`src/hw/pfc_pkg.sv`:
```
// Constants of the synthesizer frequency-control block: register map,
// field layout, reset values and loop-model tuning.
// Assumes a 250 MHz bus clock and a 32-bit AXI4-Lite register port.
`default_nettype none
package pfc_pkg;

  // Bus clock
  localparam int unsigned CLK_PERIOD_NS = 4;

  // Register byte offsets
  localparam logic [7:0] ADDR_SYNTH      = 8'h00;
  localparam logic [7:0] ADDR_IRQ_STATUS = 8'h04;
  localparam logic [7:0] ADDR_IRQ_MASK   = 8'h08;
  localparam logic [7:0] ADDR_REF_CTRL   = 8'h0C;

  // Synthesizer control register layout and reset value
  localparam logic [15:0] SYNTH_RESET  = 16'h3F00;
  localparam int unsigned PRESCALE_BIT = 15;
  localparam int unsigned OUTDIV_BIT   = 14;
  localparam int unsigned MOD_LSB      = 8;
  localparam int unsigned MOD_W        = 6;
  localparam int unsigned LOCK_BIT     = 3;

  // Interrupt status and mask layout
  localparam int unsigned IRQ_W        = 2;
  localparam int unsigned IRQ_LOCK_BIT = 0;
  localparam int unsigned IRQ_LOSS_BIT = 1;
  localparam logic [IRQ_W-1:0] IRQ_MASK_RESET = 2'h0;

  // Reference control register: bit 0 enables the reference pre-divider
  localparam int unsigned REF_DIV_BIT   = 0;
  localparam logic        REF_DIV_RESET = 1'b0;

  // Reference pre-divider for megahertz references
  localparam int unsigned REF_PREDIV    = 128;
  localparam int unsigned REF_PREDIV_W  = 7;

  // Feedback chain: fixed prescaler, prescaler tap, post divider
  localparam logic [3:0] FB_PRE_LAST   = 4'h3;
  localparam logic [3:0] FB_TAP_LAST   = 4'hF;
  localparam logic [1:0] FB_POST_LAST  = 2'h3;

  // Oscillator model
  localparam int unsigned NCO_W         = 24;
  localparam logic [23:0] NCO_FW_RESET  = 24'h010000;
  localparam logic [23:0] NCO_FW_STEP   = 24'h000100;
  localparam logic [23:0] NCO_FW_MAX    = 24'h7FFFFF;
  localparam int unsigned LOCK_PERIODS  = 8;

  // AXI responses
  localparam logic [1:0] RESP_OKAY   = 2'h0;
  localparam logic [1:0] RESP_SLVERR = 2'h2;

endpackage : pfc_pkg
`default_nettype wire

```
`src/hw/pfc_fb_if.sv`:
```
// Carrier between the loop controller and the feedback divider.
// Assumes both ends run on the same bus clock.
`timescale 1ns/100ps
`default_nettype none
interface pfc_fb_if;
  logic                    prescale_tap;
  logic [pfc_pkg::MOD_W-1:0] loop_modulus;
  logic                    vco_tick;
  logic                    restart;
  logic                    fb_tick;

  modport ctl (output prescale_tap, output loop_modulus, output vco_tick,
               output restart, input fb_tick);
  modport div (input prescale_tap, input loop_modulus, input vco_tick,
               input restart, output fb_tick);
endinterface : pfc_fb_if
`default_nettype wire

```
`src/hw/pfc_fb_divider.sv`:
```
// Feedback divider of the synthesizer loop: prescaler with selectable tap,
// modulo down counter and fixed post divider, all stepped by oscillator ticks.
// Assumes vco_tick is a one-cycle pulse at most once per clock.
`timescale 1ns/100ps
`default_nettype none
module pfc_fb_divider (
  // Clock and reset
  input  wire logic aclk,
  input  wire logic aresetn,
  // Loop side
  pfc_fb_if.div     fb
);

  logic [3:0]                pre_q;
  logic [pfc_pkg::MOD_W-1:0] mod_q;
  logic [1:0]                post_q;
  logic                      fb_tick_q;
  logic                      pre_wrap;
  logic                      mod_wrap;

  // Prescaler tap: /4 or /16 of the oscillator
  assign pre_wrap = fb.vco_tick &&
                    (pre_q == (fb.prescale_tap ? pkg_tap() : pkg_pre()));
  assign mod_wrap = pre_wrap && (mod_q == '0);
  function automatic logic [3:0] pkg_tap();
    return pfc_pkg::FB_TAP_LAST;
  endfunction : pkg_tap
  function automatic logic [3:0] pkg_pre();
    return pfc_pkg::FB_PRE_LAST;
  endfunction : pkg_pre

  // Prescaler counter
  always_ff @(posedge aclk) begin
    if (!aresetn || fb.restart) begin
      pre_q <= '0;
    end else if (pre_wrap) begin
      pre_q <= '0;
    end else if (fb.vco_tick) begin
      pre_q <= pre_q + 4'h1;
    end
  end

  // Modulo down counter, divides by modulus plus one
  always_ff @(posedge aclk) begin
    if (!aresetn || fb.restart) begin
      mod_q <= fb.loop_modulus;
    end else if (mod_wrap) begin
      mod_q <= fb.loop_modulus;
    end else if (pre_wrap) begin
      mod_q <= mod_q - 6'h01;
    end
  end

  // Fixed post divider and output pulse
  always_ff @(posedge aclk) begin
    if (!aresetn || fb.restart) begin
      post_q    <= '0;
      fb_tick_q <= 1'b0;
    end else begin
      fb_tick_q <= mod_wrap && (post_q == pfc_pkg::FB_POST_LAST);
      if (mod_wrap) begin
        post_q <= post_q + 2'h1;
      end
    end
  end

  assign fb.fb_tick = fb_tick_q;

endmodule : pfc_fb_divider
`default_nettype wire

```
`src/hw/pfc_top.sv`:
```
// Synthesizer frequency control: control register over AXI4-Lite, a
// digital loop model (oscillator, feedback divider, lock detector), the
// output divide-by-four or divide-by-two stage, bypass strap and held system reset.
// Assumes reference_input and clock_source_strap are synchronous to aclk.
//
// The implementer's own choices: register access over AXI4-Lite and the register offsets.
`timescale 1ns/100ps
`default_nettype none
module pfc_top #(
  parameter int unsigned LOCK_PERIODS = pfc_pkg::LOCK_PERIODS
) (
  // Clock and reset
  input  wire logic        aclk,
  input  wire logic        aresetn,
  // AXI4-Lite write address
  input  wire logic        s_axi_awvalid,
  output logic             s_axi_awready,
  input  wire logic [7:0]  s_axi_awaddr,
  // AXI4-Lite write data
  input  wire logic        s_axi_wvalid,
  output logic             s_axi_wready,
  input  wire logic [31:0] s_axi_wdata,
  input  wire logic [3:0]  s_axi_wstrb,
  // AXI4-Lite write response
  output logic             s_axi_bvalid,
  input  wire logic        s_axi_bready,
  output logic [1:0]       s_axi_bresp,
  // AXI4-Lite read address
  input  wire logic        s_axi_arvalid,
  output logic             s_axi_arready,
  input  wire logic [7:0]  s_axi_araddr,
  // AXI4-Lite read data
  output logic             s_axi_rvalid,
  input  wire logic        s_axi_rready,
  output logic [31:0]      s_axi_rdata,
  output logic [1:0]       s_axi_rresp,
  // Reference and strap
  input  wire logic        reference_input,
  input  wire logic        clock_source_strap,
  // Clock and reset outputs
  output logic             sys_clk,
  output logic             sys_reset_n,
  output logic             pll_lock_flag,
  // Interrupt
  output logic             irq
);

  // Register state
  logic [15:0]             synth_frequency_control_q;
  logic [pfc_pkg::IRQ_W-1:0] irq_status_q;
  logic [pfc_pkg::IRQ_W-1:0] irq_mask_q;
  logic                    ref_div_en_q;
  logic                    strap_q;

  // Bus state
  logic                    aw_held_q;
  logic                    w_held_q;
  logic [7:0]              awaddr_q;
  logic [31:0]             wdata_q;
  logic [3:0]              wstrb_q;
  logic                    awready_q;
  logic                    wready_q;
  logic                    bvalid_q;
  logic [1:0]              bresp_q;
  logic                    arready_q;
  logic                    rvalid_q;
  logic [31:0]             rdata_q;
  logic [1:0]              rresp_q;

  // Loop state
  logic                    ref_prev_q;
  logic [pfc_pkg::REF_PREDIV_W-1:0] ref_div_q;
  logic [pfc_pkg::NCO_W-1:0] nco_acc_q;
  logic [pfc_pkg::NCO_W-1:0] fw_q;
  logic                    vco_tick_q;
  logic [1:0]              fb_cnt_q;
  logic [3:0]              good_q;
  logic                    lock_q;
  logic                    lock_prev_q;
  logic                    out_phase_q;
  logic                    sys_clk_q;
  logic                    sys_reset_n_q;
  logic                    irq_q;

  // Combinational helpers
  logic                    wr_fire;
  logic                    wr_hit;
  logic                    relock;
  logic [15:0]             synth_d;
  logic                    ref_edge;
  logic                    ref_tick;
  logic [pfc_pkg::NCO_W:0] nco_sum;
  logic                    lock_rise;
  logic                    lock_fall;
  logic [pfc_pkg::IRQ_W-1:0] irq_set;

  pfc_fb_if fb ();

  // Feedback divider in the loop
  pfc_fb_divider u_fb_divider (
    .aclk    (aclk),
    .aresetn (aresetn),
    .fb      (fb.div)
  );

  // Only the upper byte steers the loop
  assign fb.prescale_tap = synth_frequency_control_q[pfc_pkg::PRESCALE_BIT];
  assign fb.loop_modulus = relock ? synth_d[pfc_pkg::MOD_LSB +: pfc_pkg::MOD_W] :
                           synth_frequency_control_q[pfc_pkg::MOD_LSB +: pfc_pkg::MOD_W];
  assign fb.vco_tick     = vco_tick_q;
  assign fb.restart      = relock;

  // ---- Register bus ----

  // Write fires once address and data are both held
  assign wr_fire = aw_held_q && w_held_q && !bvalid_q;
  assign wr_hit  = (awaddr_q == pfc_pkg::ADDR_SYNTH) ||
                   (awaddr_q == pfc_pkg::ADDR_IRQ_STATUS) ||
                   (awaddr_q == pfc_pkg::ADDR_IRQ_MASK) ||
                   (awaddr_q == pfc_pkg::ADDR_REF_CTRL);

  // New control value; the low byte has no writable bits
  always_comb begin
    synth_d = synth_frequency_control_q;
    if (wstrb_q[1]) begin
      synth_d[15:8] = wdata_q[15:8];
    end
  end

  // Loop settings changed by this write
  assign relock = wr_fire && (awaddr_q == pfc_pkg::ADDR_SYNTH) &&
                  (synth_d[15] != synth_frequency_control_q[15] ||
                   synth_d[13:8] != synth_frequency_control_q[13:8]);

  // Write address channel
  always_ff @(posedge aclk) begin
    if (!aresetn) begin
      aw_held_q <= 1'b0;
      awaddr_q  <= '0;
      awready_q <= 1'b0;
    end else if (s_axi_awvalid && awready_q) begin
      aw_held_q <= 1'b1;
      awaddr_q  <= {s_axi_awaddr[7:2], 2'h0};
      awready_q <= 1'b0;
    end else if (bvalid_q && s_axi_bready) begin
      aw_held_q <= 1'b0;
      awready_q <= 1'b1;
    end else if (!aw_held_q) begin
      awready_q <= 1'b1;
    end
  end

  // Write data channel
  always_ff @(posedge aclk) begin
    if (!aresetn) begin
      w_held_q <= 1'b0;
      wdata_q  <= '0;
      wstrb_q  <= '0;
      wready_q <= 1'b0;
    end else if (s_axi_wvalid && wready_q) begin
      w_held_q <= 1'b1;
      wdata_q  <= s_axi_wdata;
      wstrb_q  <= s_axi_wstrb;
      wready_q <= 1'b0;
    end else if (bvalid_q && s_axi_bready) begin
      w_held_q <= 1'b0;
      wready_q <= 1'b1;
    end else if (!w_held_q) begin
      wready_q <= 1'b1;
    end
  end

  // Write response
  always_ff @(posedge aclk) begin
    if (!aresetn) begin
      bvalid_q <= 1'b0;
      bresp_q  <= pfc_pkg::RESP_OKAY;
    end else if (wr_fire) begin
      bvalid_q <= 1'b1;
      bresp_q  <= wr_hit ? pfc_pkg::RESP_OKAY : pfc_pkg::RESP_SLVERR;
    end else if (s_axi_bready) begin
      bvalid_q <= 1'b0;
    end
  end

  // Synthesizer control register
  always_ff @(posedge aclk) begin
    if (!aresetn) begin
      synth_frequency_control_q <= pfc_pkg::SYNTH_RESET;
    end else if (wr_fire && awaddr_q == pfc_pkg::ADDR_SYNTH) begin
      synth_frequency_control_q <= synth_d;
    end
  end

  // Mask and reference control registers
  always_ff @(posedge aclk) begin
    if (!aresetn) begin
      irq_mask_q   <= pfc_pkg::IRQ_MASK_RESET;
      ref_div_en_q <= pfc_pkg::REF_DIV_RESET;
    end else if (wr_fire && wstrb_q[0]) begin
      if (awaddr_q == pfc_pkg::ADDR_IRQ_MASK) begin
        irq_mask_q <= wdata_q[pfc_pkg::IRQ_W-1:0];
      end
      if (awaddr_q == pfc_pkg::ADDR_REF_CTRL) begin
        ref_div_en_q <= wdata_q[pfc_pkg::REF_DIV_BIT];
      end
    end
  end

  // Read address and data channels
  always_ff @(posedge aclk) begin
    if (!aresetn) begin
      arready_q <= 1'b0;
      rvalid_q  <= 1'b0;
      rdata_q   <= '0;
      rresp_q   <= pfc_pkg::RESP_OKAY;
    end else if (s_axi_arvalid && arready_q) begin
      arready_q <= 1'b0;
      rvalid_q  <= 1'b1;
      rresp_q   <= pfc_pkg::RESP_OKAY;
      rdata_q   <= '0;
      unique case ({s_axi_araddr[7:2], 2'h0})
        pfc_pkg::ADDR_SYNTH: begin
          rdata_q[15:8]             <= synth_frequency_control_q[15:8];
          rdata_q[pfc_pkg::LOCK_BIT] <= lock_q;
        end
        pfc_pkg::ADDR_IRQ_STATUS: rdata_q[pfc_pkg::IRQ_W-1:0] <= irq_status_q;
        pfc_pkg::ADDR_IRQ_MASK:   rdata_q[pfc_pkg::IRQ_W-1:0] <= irq_mask_q;
        pfc_pkg::ADDR_REF_CTRL:   rdata_q[pfc_pkg::REF_DIV_BIT] <= ref_div_en_q;
        default:                  rresp_q <= pfc_pkg::RESP_SLVERR;
      endcase
    end else if (rvalid_q && s_axi_rready) begin
      rvalid_q  <= 1'b0;
      arready_q <= 1'b1;
    end else if (!rvalid_q) begin
      arready_q <= 1'b1;
    end
  end

  // ---- Clock source strap ----

  // Strap is caught while reset is asserted and frozen afterwards
  always_ff @(posedge aclk) begin
    if (!aresetn) begin
      strap_q <= clock_source_strap;
    end
  end

  // ---- Reference path ----

  // Rising edge of the reference, optionally divided by 128
  assign ref_edge = reference_input && !ref_prev_q;
  assign ref_tick = ref_edge &&
                    (!ref_div_en_q || ref_div_q == '1);

  always_ff @(posedge aclk) begin
    if (!aresetn) begin
      ref_prev_q <= reference_input;  // No false edge at release
      ref_div_q  <= '0;
    end else begin
      ref_prev_q <= reference_input;
      if (ref_edge && ref_div_en_q) begin
        ref_div_q <= ref_div_q + 7'h01;
      end
    end
  end

  // ---- Oscillator model ----

  // Phase accumulator; carry out is one oscillator period
  assign nco_sum = {1'b0, nco_acc_q} + {1'b0, fw_q};

  always_ff @(posedge aclk) begin
    if (!aresetn) begin
      nco_acc_q  <= '0;
      vco_tick_q <= 1'b0;
    end else begin
      nco_acc_q  <= nco_sum[pfc_pkg::NCO_W-1:0];
      vco_tick_q <= nco_sum[pfc_pkg::NCO_W];
    end
  end

  // Feedback pulses seen in the current reference period
  always_ff @(posedge aclk) begin
    if (!aresetn || relock) begin
      fb_cnt_q <= '0;
    end else if (ref_tick) begin
      fb_cnt_q <= fb.fb_tick ? 2'h1 : 2'h0;
    end else if (fb.fb_tick && fb_cnt_q != 2'h3) begin
      fb_cnt_q <= fb_cnt_q + 2'h1;
    end
  end

  // Frequency word steered so one feedback pulse matches each reference
  // period; oscillator runs at 16 (Y+1) 4^W times the loop reference.
  // A raise of the loop settings lets the word ramp and may overshoot.
  always_ff @(posedge aclk) begin
    if (!aresetn) begin
      fw_q <= pfc_pkg::NCO_FW_RESET;
    end else if (ref_tick) begin
      if (fb_cnt_q == 2'h0 && fw_q < pfc_pkg::NCO_FW_MAX) begin
        fw_q <= fw_q + pfc_pkg::NCO_FW_STEP;
      end else if (fb_cnt_q > 2'h1 && fw_q > pfc_pkg::NCO_FW_STEP) begin
        fw_q <= fw_q - pfc_pkg::NCO_FW_STEP;
      end
    end
  end

  // Lock detector: consecutive matched reference periods
  always_ff @(posedge aclk) begin
    if (!aresetn || relock) begin
      good_q <= '0;
      lock_q <= 1'b0;
    end else if (ref_tick) begin
      if (fb_cnt_q == 2'h1) begin
        if (good_q != 4'hF) begin
          good_q <= good_q + 4'h1;
        end
        if (32'(good_q) + 1 >= LOCK_PERIODS) begin
          lock_q <= 1'b1;
        end
      end else begin
        good_q <= '0;
        lock_q <= 1'b0;
      end
    end
  end

  // ---- System clock and reset ----

  // Output stage outside the loop: oscillator /4, or /2 with divide select
  always_ff @(posedge aclk) begin
    if (!aresetn) begin
      out_phase_q <= 1'b0;
      sys_clk_q   <= 1'b0;
    end else if (!strap_q) begin
      sys_clk_q <= reference_input;
    end else if (vco_tick_q) begin
      out_phase_q <= !out_phase_q;
      if (synth_frequency_control_q[pfc_pkg::OUTDIV_BIT] || out_phase_q) begin
        sys_clk_q <= !sys_clk_q;
      end
    end
  end

  // System reset held until first lock; bypass releases at once
  always_ff @(posedge aclk) begin
    if (!aresetn) begin
      sys_reset_n_q <= 1'b0;
    end else if (!strap_q || lock_q) begin
      sys_reset_n_q <= 1'b1;
    end
  end

  // ---- Interrupts ----

  // Lock gained and lock lost events
  always_ff @(posedge aclk) begin
    if (!aresetn) begin
      lock_prev_q <= 1'b0;
    end else begin
      lock_prev_q <= lock_q;
    end
  end

  assign lock_rise = lock_q && !lock_prev_q && strap_q;
  assign lock_fall = !lock_q && lock_prev_q && strap_q;
  always_comb begin
    irq_set                        = '0;
    irq_set[pfc_pkg::IRQ_LOCK_BIT] = lock_rise;
    irq_set[pfc_pkg::IRQ_LOSS_BIT] = lock_fall;
  end

  // Sticky status, write one to clear, new event wins
  always_ff @(posedge aclk) begin
    if (!aresetn) begin
      irq_status_q <= '0;
    end else if (wr_fire && wstrb_q[0] && awaddr_q == pfc_pkg::ADDR_IRQ_STATUS) begin
      irq_status_q <= (irq_status_q & ~wdata_q[pfc_pkg::IRQ_W-1:0]) | irq_set;
    end else begin
      irq_status_q <= irq_status_q | irq_set;
    end
  end

  // Level interrupt output
  always_ff @(posedge aclk) begin
    if (!aresetn) begin
      irq_q <= 1'b0;
    end else begin
      irq_q <= |(irq_status_q & irq_mask_q);
    end
  end

  // Outputs straight from flip-flops
  assign s_axi_awready = awready_q;
  assign s_axi_wready  = wready_q;
  assign s_axi_bvalid  = bvalid_q;
  assign s_axi_bresp   = bresp_q;
  assign s_axi_arready = arready_q;
  assign s_axi_rvalid  = rvalid_q;
  assign s_axi_rdata   = rdata_q;
  assign s_axi_rresp   = rresp_q;
  assign sys_clk       = sys_clk_q;
  assign sys_reset_n   = sys_reset_n_q;
  assign pll_lock_flag = lock_q;
  assign irq           = irq_q;

endmodule : pfc_top
`default_nettype wire

```
`config.mk`:
```
export PLATFORM = sky130hd
export DESIGN_NAME = pfc_top
export DESIGN_NICKNAME = d
export VERILOG_FILES = /design/src/hw/pfc_pkg.sv /design/src/hw/pfc_fb_if.sv /design/src/hw/pfc_fb_divider.sv /design/src/hw/pfc_top.sv
export SDC_FILE = /design/constraint.sdc
export NUM_CORES = 1
export LEC_CHECK = 0
export BUFFER_PORTS_ARGS = -buffer_cell sky130_fd_sc_hd__buf_4
export CORE_MARGIN = 5
export CORE_UTILIZATION = 37
export DETAILED_ROUTE_END_ITERATION = 8
export HOLD_SLACK_MARGIN = 0.1
export PLACE_DENSITY = 0.59
export SYNTH_ARGS = -nofsm -noshare
export SYNTH_HDL_FRONTEND = slang
export SYNTH_SLANG_ARGS = --single-unit
export TNS_END_PERCENT = 50
```
`constraint.sdc`:
```
create_clock -name aclk -period 2.98 [get_ports aclk]
set_clock_uncertainty 0.2 [all_clocks]
set_input_delay 0.447 -clock aclk [delete_from_list [all_inputs] [get_ports aclk]]
set_output_delay 0.447 -clock aclk [all_outputs]
set_load 0.01 [all_outputs]
```
==> impl_metrics.env <==
export IMPL_grt_total_usage_pct=14.6
export IMPL_crit_required_ns=3.06
export IMPL_clock_sinks=118
export IMPL_finalHoldViolCount=0
export IMPL_slowest_delay_ns=0.43
export IMPL_crit_arrival_ns=2.79
export IMPL_synthArstFlopShare_pct=0
export IMPL_grt_antenna_before_repair=0
export IMPL_synthCells=667
export IMPL_max_cap_viol_count=0
export IMPL_outcome="completed"
export IMPL_slowest_stage="fa_1"
export IMPL_tritoncts="done"
export IMPL_clk_pin_slew_ns=0.06
export IMPL_syn_area_per_cell_um2=8.72
export IMPL_drt_pass1_iterations=4
export IMPL_synth_cell_type_count=63
export IMPL_end_kind="flip-flop"
export IMPL_p_int_mw=2.86
export IMPL_fp_coreArea_um2=15300
export IMPL_drt_iter0_markers=289
export IMPL_cts_root_buf="clkbuf_16"
export IMPL_crit_path_max_fanout=8
export IMPL_grt_setup_unrepaired="no"
export IMPL_place_inst=919
export IMPL_cp_buffers_inverters=0
export IMPL_num_vias=4790
export IMPL_seqPwrFrac_pct=44.0
export IMPL_synth_edf_count=7
export IMPL_cts_setup_buffers=0
export IMPL_fin_crit_ns=2.71
export IMPL_syn_to_final_growth_pct=22.3
export IMPL_cts_buffer_depth=2
export IMPL_fin_crit_sh_pct=91.0
export IMPL_final_cells=970
export IMPL_cts_inserted_buffers=17
export IMPL_crit_family="compound AO/OA/AOI/OAI gates"
export IMPL_synthFlopType="dfxtp_1"
export IMPL_worstMarginPinSlew_ns=0.722
export IMPL_sw_frac_of_total_pct=24.4
export IMPL_cts_hold_buffers_added=19
export IMPL_drc=0
export IMPL_ctsResizeCount=0
export IMPL_path_cells="ha_1 -> fa_1 -> a211oi_1 -> o21ai_0 -> a31o_2 -> a21boi_0 -> xor2_1 -> nor2_1"
export IMPL_die_width_um=135
export IMPL_placementRows=45
export IMPL_switchingPower_uw=923
export IMPL_synth_area_um2=5820
export IMPL_maxClockFrequency_ghz=0.369
export IMPL_setup_worst_path_class="reg -> reg"
export IMPL_port_buffers=54
export IMPL_start_util_pct=38.0
export IMPL_slew_violations=0
export IMPL_drt_wl_total_mm=13.1
export IMPL_worst_ir_drop_vdd_v=0.000361
export IMPL_clock_latency_ns=0.41
export IMPL_share_comb_of_total_power_pct=6.3
export IMPL_power_share_clock_pct=49.7
export IMPL_crit_path_start_kind="flip-flop"
export IMPL_diodes=0
export IMPL_drtAntennaViolNets=0
export IMPL_grt_max_degree=48
export IMPL_io_pins=106
export IMPL_die_area_um2=18300
export IMPL_grt_pass1_vias=4630
export IMPL_vias_per_cell=4.94
export IMPL_max_slew_margin_pct=51.7
export IMPL_grt_overflow=0
export IMPL_drive_above_1_share_pct=14.2
export IMPL_nets=836
export IMPL_min_delay_path_class="in -> reg"
export IMPL_ys_warn_count=0
export IMPL_h_tree_depth=4
export IMPL_place_hpwl_mm=9.37
export IMPL_place_gp_congestion=0.802
export IMPL_die_y_um=135
export IMPL_wl_per_cell_um=13.6
export IMPL_fin_tns_setup_ns=0
export IMPL_p_leak_nw=2.91
export IMPL_synth_seq_cells=118
export IMPL_setup_viol=0
export IMPL_grt_pass1_wl_mm=21.9
export IMPL_power_density_nw_per_um2=531
export IMPL_ys_seq_area_share_pct=41.8
[flip-flops by register name, indices dropped and copies added (netlist names), 2 cells and up]
name	count
awaddr_q	6
fb_cnt_q	2
fw_q	16
good_q	4
irq_mask_q	2
irq_status_q	2
nco_acc_q	16
ref_div_q	7
s_axi_rdata	11
synth_frequency_control_q	8
u_fb_divider.mod_q	6
u_fb_divider.post_q	2
u_fb_divider.pre_q	4
wdata_q	10
wstrb_q	2
[cells by family after synthesis]
group,after synthesis,synth area share [%]
compound gates,137,14.8
simple gates,258,21.1
mux,18,3.12
other cells,1,0.0645
xor+xnor,48,7.23
fa+ha+maj,29,6.37
buf+inv,58,5.46
flops,118,41.8
[worst paths after layout]
| path | end | slack (ns) | cells after the start | start |
|---|---|---|---|---|
| worst max register to register | nco_acc_q[18] | 0.27 | 8 | fw_q[8] |
| worst min register to register | wstrb_q[1] | 0.26 | 2 | wstrb_q[1] |
| worst max-delay path | nco_acc_q[18] | 0.27 | 8 | fw_q[8] |
| worst min-delay path | awaddr_q[5] | 0.13 | 3 | s_axi_awaddr[5] |
[area by class of cell]
| cell class | instances | area, um2 |
|---|---|---|
| Tap cell | 211 | 264 |
| Clock buffer | 20 | 457 |
| Fill cell | 1500 | 8200 |
| Sequential cell | 118 | 2430 |
| Multi-Input combinational cell | 513 | 3150 |
| Inverter | 13 | 48.8 |
| Timing Repair Buffer | 83 | 671 |
| Clock inverter | 12 | 93.8 |
[per-stage QoR]
| step | hold WS (ns) | setup WS, ns | total power [mW] | util (%) | instance area [um2] |
|---|---|---|---|---|---|
| finish | 0.130 | 0.269 | 3.78 | 46.5 | 7120 |
| global route | 0.121 | 0.0802 | 3.94 | 46.5 | 7120 |
| CTS | 0.108 | 0.296 | 3.83 | 46.5 | 7120 |
| detailed placement | 0.250 | 0.308 | 1.91 | 41.6 | 6380 |
| global placement | 0.244 | 0.330 | 1.91 | 41.6 | 6380 |
| floorplan | 0.236 | 0.608 | 1.84 | - | 5900 |
[tightest hold or removal path: cells and delay by family]
kind / cells / cell delay (ns)
and+or+nand+nor: 1 / 0.08
AOI/OAI and AO/OA: 1 / 0.06
buffers and inverters: 1 / 0.11
[metal layers]
metal	share of wire, %	track usage [%]	vias to the layer above
li1	-	-	2450
met1	50	19.2	2266
met2	46	23.7	61
met3	2.5	3.01	13
met4	1.4	5.54	0
met5	0	0	-
[synth_stat cells (all sizes together) (4+ instances only)]
master	instances	share of area (%)
dfxtp	111	38
nand2	85	5.5
nor2	78	5.0
a21oi	55	4.9
buf	37	4.1
o21ai	29	2.5
ha	28	6.0
xor2	26	3.9
nand3	25	2.2
xnor2	22	3.3
mux2i	17	2.9
nor3	15	1.6
inv	13	0.84
a22o	9	1.4
nand4	9	0.97
a211oi	8	1.0
and2	8	0.86
clkbuf	8	0.52
edfxtp	7	3.6
nor4	6	0.65
or3	6	0.65
a21o	5	0.65
a22oi	5	0.65
nand2b	4	0.43
[placed cells by master, fill, tap and decap left out, types with 4 or more instances in the layout]
master,n
a211oi_1,8
a21o_1,5
a21oi_1,54
a22o_1,9
a22oi_1,5
and2_1,8
buf_4,64
clkbuf_16,17
conb_1,23
dfxtp_1,111
dlygate4sd3_1,19
edfxtp_1,7
ha_1,28
inv_1,12
inv_6,5
mux2i_1,17
nand2_1,85
nand2b_1,4
nand3_1,25
nand4_1,9
nor2_1,78
nor3_1,13
nor4_1,6
o21ai_0,29
or3_1,6
xnor2_1,22
xor2_1,26
[power by group through the flow]
stage,combinational [mW],clock [mW],sequential [mW]
6_report,0.238,1.88,1.66
3_3_place_gp,0.214,0,1.69
2_1_floorplan,0.154,0,1.69
5_1_grt,0.264,2.01,1.67
4_1_cts,0.239,1.93,1.66
3_5_place_dp,0.217,0,1.70
No activity file was read; power rests on OpenSTA's default activity.
